[src/hw/hwm_ctl_map.vh]
/*
 Register map, field positions and reset values of the monitor
 identification and run-control register group.
 Assumes inclusion by bare name from the design files under hw/.
*/
`ifndef HWM_CTL_MAP_VH
`define HWM_CTL_MAP_VH

// Register addresses
`define HWM_ADDR_DUTY0 8'h30
`define HWM_ADDR_DUTY2 8'h32
`define HWM_ADDR_MAKER_ID 8'h3e
`define HWM_ADDR_SILICON_REV 8'h3f
`define HWM_ADDR_RUN_CTRL 8'h40
`define HWM_ADDR_PARAM_FIRST 8'h5c
`define HWM_ADDR_PARAM_LAST 8'h6e
`define HWM_PARAM_COUNT 19

// Control register fields
`define HWM_CTRL_START_BIT 0
`define HWM_CTRL_LOCK_BIT 1
`define HWM_CTRL_READY_BIT 2
`define HWM_CTRL_FORCE_BIT 3
`define HWM_CTRL_RESET 8'h00

// Revision register fields
`define HWM_REV_STEP_LSB 0
`define HWM_REV_BASE_LSB 4
`define HWM_REV_SUPERSET_BIT 3

// Duty values
`define HWM_DUTY_FULL 8'hff
`define HWM_DUTY_OFF 8'h00

`endif

[src/hw/hwm_ready_seq.v]
/*
 Power-up ready sequencer: raises a sticky ready flag after a settle
 count once the converters report correct operation.
 Assumes adc_ok is synchronous to sys_clk.
*/
`timescale 1ns/100ps
`default_nettype none

module hwm_ready_seq #(
   parameter SETTLE_CYCLES = 16
) (
   input wire sys_clk,
   input wire sys_rst,
   input wire adc_ok,
   output reg ready_r
);

   reg [15:0] cnt_r;

   // Ready only after reset settle and converters healthy
   always @(posedge sys_clk) begin
      if (sys_rst) begin
         cnt_r <= 16'h0000;
         ready_r <= 1'b0;
      end else begin
         if (cnt_r != SETTLE_CYCLES[15:0]) begin
            cnt_r <= cnt_r + 16'h0001;
         end else if (adc_ok) begin
            ready_r <= 1'b1;
         end
      end
   end

endmodule

`default_nettype wire

[src/hw/hwm_pwm_ch.v]
/*
 One PWM output channel: 255-step period, advanced by a tick enable.
 Assumes tick is a one-cycle pulse from a divider in sys_clk domain.
*/
`timescale 1ns/100ps
`default_nettype none

module hwm_pwm_ch (
   input wire sys_clk,
   input wire sys_rst,
   input wire tick,
   input wire [7:0] duty,
   output reg pwm_r
);

   reg [7:0] cnt_r;

   // Counter 0..254, so duty ff gives a constant high
   always @(posedge sys_clk) begin
      if (sys_rst) begin
         cnt_r <= 8'h00;
         pwm_r <= 1'b1;
      end else if (tick) begin
         cnt_r <= (cnt_r == 8'hfe) ? 8'h00 : cnt_r + 8'h01;
         pwm_r <= (cnt_r < duty);
      end
   end

endmodule

`default_nettype wire

[src/hw/hwm_ctl_top.v]
/*
 Identification and run-control register group of a hardware monitor,
 reached over the two-wire management bus, with fan parameter store,
 lock, ready sequencing and PWM full-duty force.
 Assumes scl_i and sda_i synchronous to sys_clk; the bus wire is
 resolved outside from sda_oe_r (low driven when high).
*/
// Summary of operation
// - The maker identifier register returns a fixed code and ignores writes.
// - The revision register holds the stepping low and the base number high, both constant.
// - The top bit of the stepping field is set to flag the register superset.
// - The revision register is read-only and writes do not change it.
// - With start set, fan control uses the programmed parameters at 5Ch to 6Eh.
// - With start clear, fan control uses built-in defaults and ignores programmed values.
// - Setting or clearing start leaves the stored parameter values untouched.
// - The start bit stays writable whether or not lock is set.
// - Writing one to lock makes the parameter registers read-only until power-off.
// - Once lock is set the lock bit itself cannot be cleared.
// - Ready reads zero until power-up is done and the converters work, then sets.
// - While the force bit is one every PWM output runs at full duty, lock or not.
// - The force bit overrides a disabled channel, which also runs at full duty.
// - Before start the duty registers read ffh and outputs run full, after start they follow the algorithm.
`timescale 1ns/100ps
`default_nettype none
`include "hwm_ctl_map.vh"

module hwm_ctl_top #(
   parameter [6:0] SLAVE_ADDR = 7'h2e,
   parameter [7:0] MAKER_ID = 8'h5a,
   parameter [3:0] BASE_NUMBER = 4'h3,
   parameter [3:0] STEP_NUMBER = 4'h8,
   parameter [7:0] DEFAULT_PARAM = 8'h00,
   parameter READY_SETTLE = 16,
   parameter PWM_DIV = 8
) (
   input wire sys_clk,
   input wire sys_rst,
   input wire scl_i,
   input wire sda_i,
   output reg sda_o_r,
   output reg sda_oe_r,
   input wire adc_ok,
   input wire [23:0] auto_duty,
   input wire [2:0] pwm_disable,
   input wire [4:0] prm_idx,
   output reg [7:0] prm_val_r,
   output reg use_programmed_r,
   output reg param_lock_r,
   output wire [2:0] pwm_out
);

   // Bus states
   localparam [2:0] ST_IDLE = 3'd0;
   localparam [2:0] ST_RX = 3'd1;
   localparam [2:0] ST_ACK = 3'd2;
   localparam [2:0] ST_TX = 3'd3;
   localparam [2:0] ST_TACK = 3'd4;

   // Byte phases of a transaction
   localparam [1:0] PH_ADDR = 2'd0;
   localparam [1:0] PH_PTR = 2'd1;
   localparam [1:0] PH_DATA = 2'd2;

   reg [2:0] state_r;
   reg [1:0] phase_r;
   reg [3:0] bit_cnt_r;
   reg [7:0] shift_r;
   reg [7:0] ptr_r;
   reg rd_r;
   reg scl_d_r;
   reg sda_d_r;
   reg start_r;
   reg lock_r;
   reg force_r;
   reg [7:0] param_mem [0:`HWM_PARAM_COUNT-1];
   reg [23:0] duty_r;
   reg [15:0] div_r;
   reg tick_r;
   wire ready;
   wire scl_rise;
   wire scl_fall;
   wire bus_start;
   wire bus_stop;
   wire [7:0] ptr_off;
   wire [4:0] ptr_idx;
   integer i, j;

   assign scl_rise = scl_i & ~scl_d_r;
   assign scl_fall = ~scl_i & scl_d_r;
   assign bus_start = scl_i & scl_d_r & sda_d_r & ~sda_i;
   assign bus_stop = scl_i & scl_d_r & ~sda_d_r & sda_i;
   assign ptr_off = ptr_r - `HWM_ADDR_PARAM_FIRST;
   assign ptr_idx = ptr_off[4:0];

   // Address falls in the fan parameter range
   function is_param;
      input [7:0] a;
      begin
         is_param = (a >= `HWM_ADDR_PARAM_FIRST) && (a <= `HWM_ADDR_PARAM_LAST);
      end
   endfunction

   // Effective duty of one channel
   function [7:0] eff_duty;
      input [7:0] auto_val;
      input dis;
      input st;
      input frc;
      begin
         if (frc) begin
            eff_duty = `HWM_DUTY_FULL;
         end else if (!st) begin
            eff_duty = `HWM_DUTY_FULL;
         end else if (dis) begin
            eff_duty = `HWM_DUTY_OFF;
         end else begin
            eff_duty = auto_val;
         end
      end
   endfunction

   // Read data for an address
   function [7:0] rd_data;
      input [7:0] a;
      reg [7:0] off;
      begin
         off = a - `HWM_ADDR_PARAM_FIRST;
         if (a == `HWM_ADDR_MAKER_ID) begin
            rd_data = MAKER_ID;
         end else if (a == `HWM_ADDR_SILICON_REV) begin
            rd_data = {BASE_NUMBER, STEP_NUMBER};
            rd_data[`HWM_REV_SUPERSET_BIT] = 1'b1;
         end else if (a == `HWM_ADDR_RUN_CTRL) begin
            rd_data = 8'h00;
            rd_data[`HWM_CTRL_START_BIT] = start_r;
            rd_data[`HWM_CTRL_LOCK_BIT] = lock_r;
            rd_data[`HWM_CTRL_READY_BIT] = ready;
            rd_data[`HWM_CTRL_FORCE_BIT] = force_r;
         end else if (a >= `HWM_ADDR_DUTY0 && a <= `HWM_ADDR_DUTY2) begin
            rd_data = duty_r[(a[1:0] * 8) +: 8];
         end else if (is_param(a)) begin
            rd_data = param_mem[off[4:0]];
         end else begin
            rd_data = 8'h00;
         end
      end
   endfunction

   wire [7:0] rd_cur = rd_data(ptr_r);

   hwm_ready_seq #(
      .SETTLE_CYCLES(READY_SETTLE)
   ) u_hwm_ready_seq (
      .sys_clk(sys_clk),
      .sys_rst(sys_rst),
      .adc_ok(adc_ok),
      .ready_r(ready)
   );

   // PWM tick divider
   always @(posedge sys_clk) begin
      if (sys_rst) begin
         div_r <= 16'h0000;
         tick_r <= 1'b0;
      end else if (div_r == PWM_DIV[15:0] - 16'h0001) begin
         div_r <= 16'h0000;
         tick_r <= 1'b1;
      end else begin
         div_r <= div_r + 16'h0001;
         tick_r <= 1'b0;
      end
   end

   genvar g;
   generate
      for (g = 0; g < 3; g = g + 1) begin : g_pwm
         hwm_pwm_ch u_hwm_pwm_ch (
            .sys_clk(sys_clk),
            .sys_rst(sys_rst),
            .tick(tick_r),
            .duty(duty_r[g*8 +: 8]),
            .pwm_r(pwm_out[g])
         );
      end
   endgenerate

   // Duty selection, parameter read-out and status outputs
   always @(posedge sys_clk) begin
      if (sys_rst) begin
         duty_r <= {3{`HWM_DUTY_FULL}};
         prm_val_r <= DEFAULT_PARAM;
         use_programmed_r <= 1'b0;
         param_lock_r <= 1'b0;
      end else begin
         for (i = 0; i < 3; i = i + 1) begin
            duty_r[i*8 +: 8] <= eff_duty(auto_duty[i*8 +: 8], pwm_disable[i], start_r,
               force_r);
         end
         if (start_r && prm_idx < `HWM_PARAM_COUNT) begin
            prm_val_r <= param_mem[prm_idx];
         end else begin
            prm_val_r <= DEFAULT_PARAM;
         end
         use_programmed_r <= start_r;
         param_lock_r <= lock_r;
      end
   end

   // Parameter store, never touched by start
   always @(posedge sys_clk) begin
      if (sys_rst) begin
         for (j = 0; j < `HWM_PARAM_COUNT; j = j + 1) begin
            param_mem[j] <= DEFAULT_PARAM;
         end
      end else if (state_r == ST_RX && scl_fall && bit_cnt_r == 4'd8 && phase_r == PH_DATA
         && is_param(ptr_r) && !lock_r) begin
         param_mem[ptr_idx] <= shift_r;
      end
   end

   // Control register; identifier and revision have no storage to write
   always @(posedge sys_clk) begin
      if (sys_rst) begin
         start_r <= 1'b0;
         lock_r <= 1'b0;
         force_r <= 1'b0;
      end else if (state_r == ST_RX && scl_fall && bit_cnt_r == 4'd8 && phase_r == PH_DATA
         && ptr_r == `HWM_ADDR_RUN_CTRL) begin
         start_r <= shift_r[`HWM_CTRL_START_BIT];
         lock_r <= lock_r | shift_r[`HWM_CTRL_LOCK_BIT];
         force_r <= shift_r[`HWM_CTRL_FORCE_BIT];
      end
   end

   // Two-wire bus slave; writes to 3e and 3f fall through unused
   always @(posedge sys_clk) begin
      if (sys_rst) begin
         state_r <= ST_IDLE;
         phase_r <= PH_ADDR;
         bit_cnt_r <= 4'd0;
         shift_r <= 8'h00;
         ptr_r <= 8'h00;
         rd_r <= 1'b0;
         scl_d_r <= 1'b1;
         sda_d_r <= 1'b1;
         sda_o_r <= 1'b0;
         sda_oe_r <= 1'b0;
      end else begin
         scl_d_r <= scl_i;
         sda_d_r <= sda_i;
         if (bus_start) begin
            state_r <= ST_RX;
            phase_r <= PH_ADDR;
            bit_cnt_r <= 4'd0;
            sda_oe_r <= 1'b0;
         end else if (bus_stop) begin
            state_r <= ST_IDLE;
            sda_oe_r <= 1'b0;
         end else begin
            case (state_r)
               ST_RX: begin
                  if (scl_rise && bit_cnt_r != 4'd8) begin
                     shift_r <= {shift_r[6:0], sda_i};
                     bit_cnt_r <= bit_cnt_r + 4'd1;
                  end else if (scl_fall && bit_cnt_r == 4'd8) begin
                     if (phase_r == PH_ADDR) begin
                        if (shift_r[7:1] == SLAVE_ADDR) begin
                           rd_r <= shift_r[0];
                           sda_oe_r <= 1'b1;
                           state_r <= ST_ACK;
                        end else begin
                           state_r <= ST_IDLE;
                        end
                     end else begin
                        if (phase_r == PH_PTR) begin
                           ptr_r <= shift_r;
                        end
                        sda_oe_r <= 1'b1;
                        state_r <= ST_ACK;
                     end
                  end
               end
               ST_ACK: begin
                  if (scl_fall) begin
                     bit_cnt_r <= 4'd0;
                     if (phase_r == PH_ADDR && rd_r) begin
                        shift_r <= rd_cur;
                        sda_oe_r <= ~rd_cur[7];
                        state_r <= ST_TX;
                     end else begin
                        sda_oe_r <= 1'b0;
                        phase_r <= (phase_r == PH_ADDR) ? PH_PTR : PH_DATA;
                        state_r <= ST_RX;
                     end
                  end
               end
               ST_TX: begin
                  if (scl_rise) begin
                     bit_cnt_r <= bit_cnt_r + 4'd1;
                  end else if (scl_fall) begin
                     if (bit_cnt_r == 4'd8) begin
                        sda_oe_r <= 1'b0;
                        state_r <= ST_TACK;
                     end else begin
                        shift_r <= {shift_r[6:0], 1'b0};
                        sda_oe_r <= ~shift_r[6];
                     end
                  end
               end
               ST_TACK: begin
                  if (scl_rise) begin
                     if (sda_i) begin
                        state_r <= ST_IDLE;
                     end else begin
                        bit_cnt_r <= 4'd0;
                     end
                  end else if (scl_fall) begin
                     shift_r <= rd_cur;
                     sda_oe_r <= ~rd_cur[7];
                     state_r <= ST_TX;
                  end
               end
               default: begin
                  sda_oe_r <= 1'b0;
                  state_r <= ST_IDLE;
               end
            endcase
         end
      end
   end

endmodule

`default_nettype wire

[config.mk]
export PLATFORM = sky130hd
export DESIGN_NAME = hwm_ctl_top
export DESIGN_NICKNAME = d
export VERILOG_FILES = /design/src/hw/hwm_ready_seq.v /design/src/hw/hwm_pwm_ch.v /design/src/hw/hwm_ctl_top.v
export VERILOG_INCLUDE_DIRS = /design/src /design/src/hw
export SDC_FILE = /design/constraint.sdc
export NUM_CORES = 1
export LEC_CHECK = 0
export BUFFER_PORTS_ARGS = -buffer_cell sky130_fd_sc_hd__buf_4
export CORE_MARGIN = 4
export CORE_UTILIZATION = 60
export CTS_CLUSTER_DIAMETER = 200
export DETAILED_ROUTE_END_ITERATION = 7
export HOLD_SLACK_MARGIN = 0.12
export PLACE_DENSITY = 0.88
export SYNTH_ARGS = -nofsm -noshare
export SYNTH_HDL_FRONTEND = slang
export SYNTH_SLANG_ARGS = --single-unit
[constraint.sdc]
create_clock -name sys_clk -period 3.3 [get_ports sys_clk]
set_input_delay 0.165 -clock sys_clk [delete_from_list [all_inputs] [get_ports sys_clk]]
set_output_delay 0.165 -clock sys_clk [all_outputs]
set_load 0.02 [all_outputs]
==> impl_metrics.py <==
metrics = {
    "global_routing": {
        "met2_usage_pct": 48.5,
        "first_global_vias": 13600,
        "grt_antenna_before_repair": 1,
        "grt_usage_pct": 30.2,
        "grt_pass1_wl_mm": 78.7,
        "grtUsageMet1_pct": 38.7,
        "gr-max-usage-layer": "met2",
        "grt_start_max_net_pins": 49,
        "grtUsageMet3_pct": 7.91,
        "overflow": 0,
    },
    "yosys": {
        "synth_cell_type_count": 82,
        "netlist_area_um2": 18800,
        "synth_edf_count": 248,
        "synth_top_area_cell": "edfxtp_1",
        "synth.top_cells.by_area": "edfxtp_1 (40%), dfxtp_1 (14%), mux4_2 (11%), nor2_1 (3.3%), mux2i_1 (2.9%)",
        "async_reset_ff_share_pct": 0,
        "avgSynthCellArea_um2": 11.9,
        "yosysSeqAreaShare_pct": 54.1,
        "ys_seq_elements": 383,
        "synth_top_area_share_pct": 39.7,
        "yosys_warnings": 0,
        "synth_ff_type": "edfxtp_1",
        "synthCells": 1579,
    },
    "timing": {
        "grt_setup_unrepaired": "false",
        "timing.hold.ws_ps": 200,
        "final.min_clock_period_ps": 3080,
        "worst_slew_margin_rel_pct": 41.5,
        "finalHoldViolCount": 0,
        "worstMarginPinSlew_ps": 876,
        "fmax_mhz": 325,
        "maxSlewViolCount": 0,
        "finalSetupViolations": 0,
        "min_period_over_period_pct": 93.3,
        "finalSetupTns_ps": 0,
        "setup_ws_ps": 222,
        "skew_ps": 28.0,
    },
    "cts": {
        "root_buffer": "clkbuf_16",
        "clock-sinks": 383,
        "cts-htree-levels": 2,
        "clkTransAtPathRegs_ps": 60,
        "clockBufferDepth": 3,
        "cts_tree": "yes",
        "clock_latency_ps": 550,
        "cts_made_buffers": 40,
    },
    "status": {
        "outcome": "finished clean",
    },
    "cells_and_area": {
        "final_util_pct": 69.4,
        "syn_to_final_growth_pct": 13.8,
        "diodes": 0,
        "stdcell_area_um2": 21300,
        "final_cell_count_no_fill": 2129,
        "nNetsFinal": 1776,
        "drive_above_1_share_pct": 17.1,
    },
    "routing": {
        "ant_nets": 0,
        "routed_wl_mm": 51.8,
        "avgRoutedWirePerCell_um": 24.3,
        "drt_first_pass_iters": 8,
        "dr.first_iter.drc_count": 2059,
        "viasPerCell": 6.59,
        "num_vias": 14000,
        "drc": 0,
    },
    "critical_path": {
        "critPathKind": "reg -> reg",
        "crit_fanout": 20,
        "worstSetupStartpointType": "register",
        "critPathArrivalTime_ps": 3300,
        "worst_ep_required_time_ps": 3520,
        "r2r_cells": 7,
        "cp-end-kind": "register",
    },
    "floorplanning": {
        "num_io_pins": 52,
        "die-width_um": 185,
        "fp.dieH_um": 185,
        "coreArea_um2": 30700,
        "num_rows": 64,
        "die-area_um2": 34200,
        "initial_utilization_pct": 61.0,
    },
    "worst_hold_path": {
        "worstHoldPathCells": 4,
        "hp-class": "in -> reg",
    },
    "power_and_ir_drop": {
        "switching_share_pct": 23.0,
        "p_switching_mw": 2.44,
        "power_frac_seq_pct": 50.3,
        "p_per_area_nw_per_um2": 497,
        "ir_drop_v": 0.000457,
        "p_comb_share_pct": 7.1,
        "p_leak_nw": 7.68,
        "internal_power_mw": 8.17,
        "total_power_mw": 10.6,
        "power.share.clock_pct": 42.5,
    },
    "place": {
        "numPlacedInstances": 2023,
        "post_dp_cell_area_um2": 19700,
        "port_buffers": 50,
        "pre_cts_slack_ps": 173,
        "place_hpwl_mm": 33.7,
        "place_congestion": 0.989,
    },
    "run": {
        "drv_cap": 0,
    },
}
==> power groups by stage <==
stage               clock network, mW  registers, mW  logic [mW]
global placement                    0           5.42       0.678
global route                     4.76           5.34       0.797
CTS                              4.54           5.33       0.723
floorplan                           0           5.38       0.470
finish                           4.51           5.34       0.755
detailed placement                  0           5.43       0.689
==> cell type report <==
type / count / area, um2
Fill cell: 2035 / 9400
Clock inverter: 22 / 233
Timing Repair Buffer: 136 / 1110
Clock buffer: 52 / 1080
Tap cell: 396 / 495
Sequential cell: 383 / 10200
Inverter: 78 / 293
Multi-Input combinational cell: 1062 / 7980
==> what timing repair did <==
action | 4_1_cts | 5_1_grt
buffers inserted | 0 | 0
hold buffers | 32 | 0
gates resized for setup | 0 | 3
endpoints found under the setup margin | 0 | 32
hold endpoints to repair | 37 | 0
==> Yosys cell counts (11+ instances only) <==
cell type / number
inv_1: 78
xnor2_1: 11
a21oi_1: 63
buf_4: 17
nand3_1: 31
buf_2: 22
ha_1: 38
nand2b_1: 15
mux4_2: 88
nor2_1: 167
o21ai_0: 55
o22ai_1: 19
a211oi_1: 19
dfxtp_1: 135
nand4_1: 23
and2_1: 75
or2_2: 16
nor2b_1: 22
nand2_1: 91
xor2_1: 32
mux2i_1: 54
nor4_1: 11
clkbuf_1: 51
nor3_1: 54
or3_1: 11
edfxtp_1: 248
==> sequential cells by signal, summed over array words and instances (netlist names), 2 cells and up <==
name and flops:
phase_r 2, g_pwm.u_hwm_pwm_ch.cnt_r 24, u_hwm_ready_seq.cnt_r 16, duty_r 24
shift_r 8, div_r 16, prm_val_r 8, g_pwm.u_hwm_pwm_ch.pwm_r 3
ptr_r 8, bit_cnt_r 4, state_r 3, param_mem 256
==> routing by layer <==
layer	vias to the layer above	part of all wire, %	wire length [um]
li1	6003	-	-
met1	6745	35	18300
met2	1012	47	24300
met3	274	12	6070
met4	0	6.0	3110
met5	-	0	0
==> kinds of logic (layout without fill, tap and decap cells) <==
group                    Yosys count  after routing  share of synthesized area (%)
AO/OA/AOI/OAI                    236            236                           8.14
multiplexers                     145            145                           13.8
XOR/XNOR                          43             43                           2.01
buffers and inverters            182            288                           4.51
adder cells (fa/ha/maj)           38             38                           2.53
other                              1             49                         0.0200
flip-flops                       383            383                           54.1
AND/OR/NAND/NOR                  551            551                           14.9
==> layout by cell type, fill, tap and decap left out, types with 31 or more instances in the layout <==
cell type and instances:
a21oi_1 63, edfxtp_1 248, conb_1 49, ha_1 38, nor2_1 167, buf_4 103
inv_1 78, dlygate4sd3_1 32, nand3_1 31, o21ai_0 55, xor2_1 31, dfxtp_1 133
nor3_1 52, mux4_2 88, mux2i_1 54, and2_1 75, nand2_1 91, clkbuf_16 41
==> path summary, 6_finish.rpt <==
check,endpoint,slack (ps),from
hold reg to reg,div_r[0]$_SDFF_PP0_,450,div_r[0]$_SDFF_PP0_
setup reg to reg,param_mem[12][6]$_SDFFCE_PN0P_,220,ptr_r[2]$_SDFFE_PP0P_
hold / removal,prm_val_r[4]$_SDFF_PP0_,200,prm_idx[4]
setup / recovery,param_mem[12][6]$_SDFFCE_PN0P_,220,ptr_r[2]$_SDFFE_PP0P_
==> critical path, cell delays in order, from the launching register on <==
cell     delay, ps
dfxtp_1        420
inv_1           90
ha_1           540
buf_4          350
nor2b_1        340
nand2_1        340
nor2_1         370
or2_2          280
(Power assumes the default switching activity.)
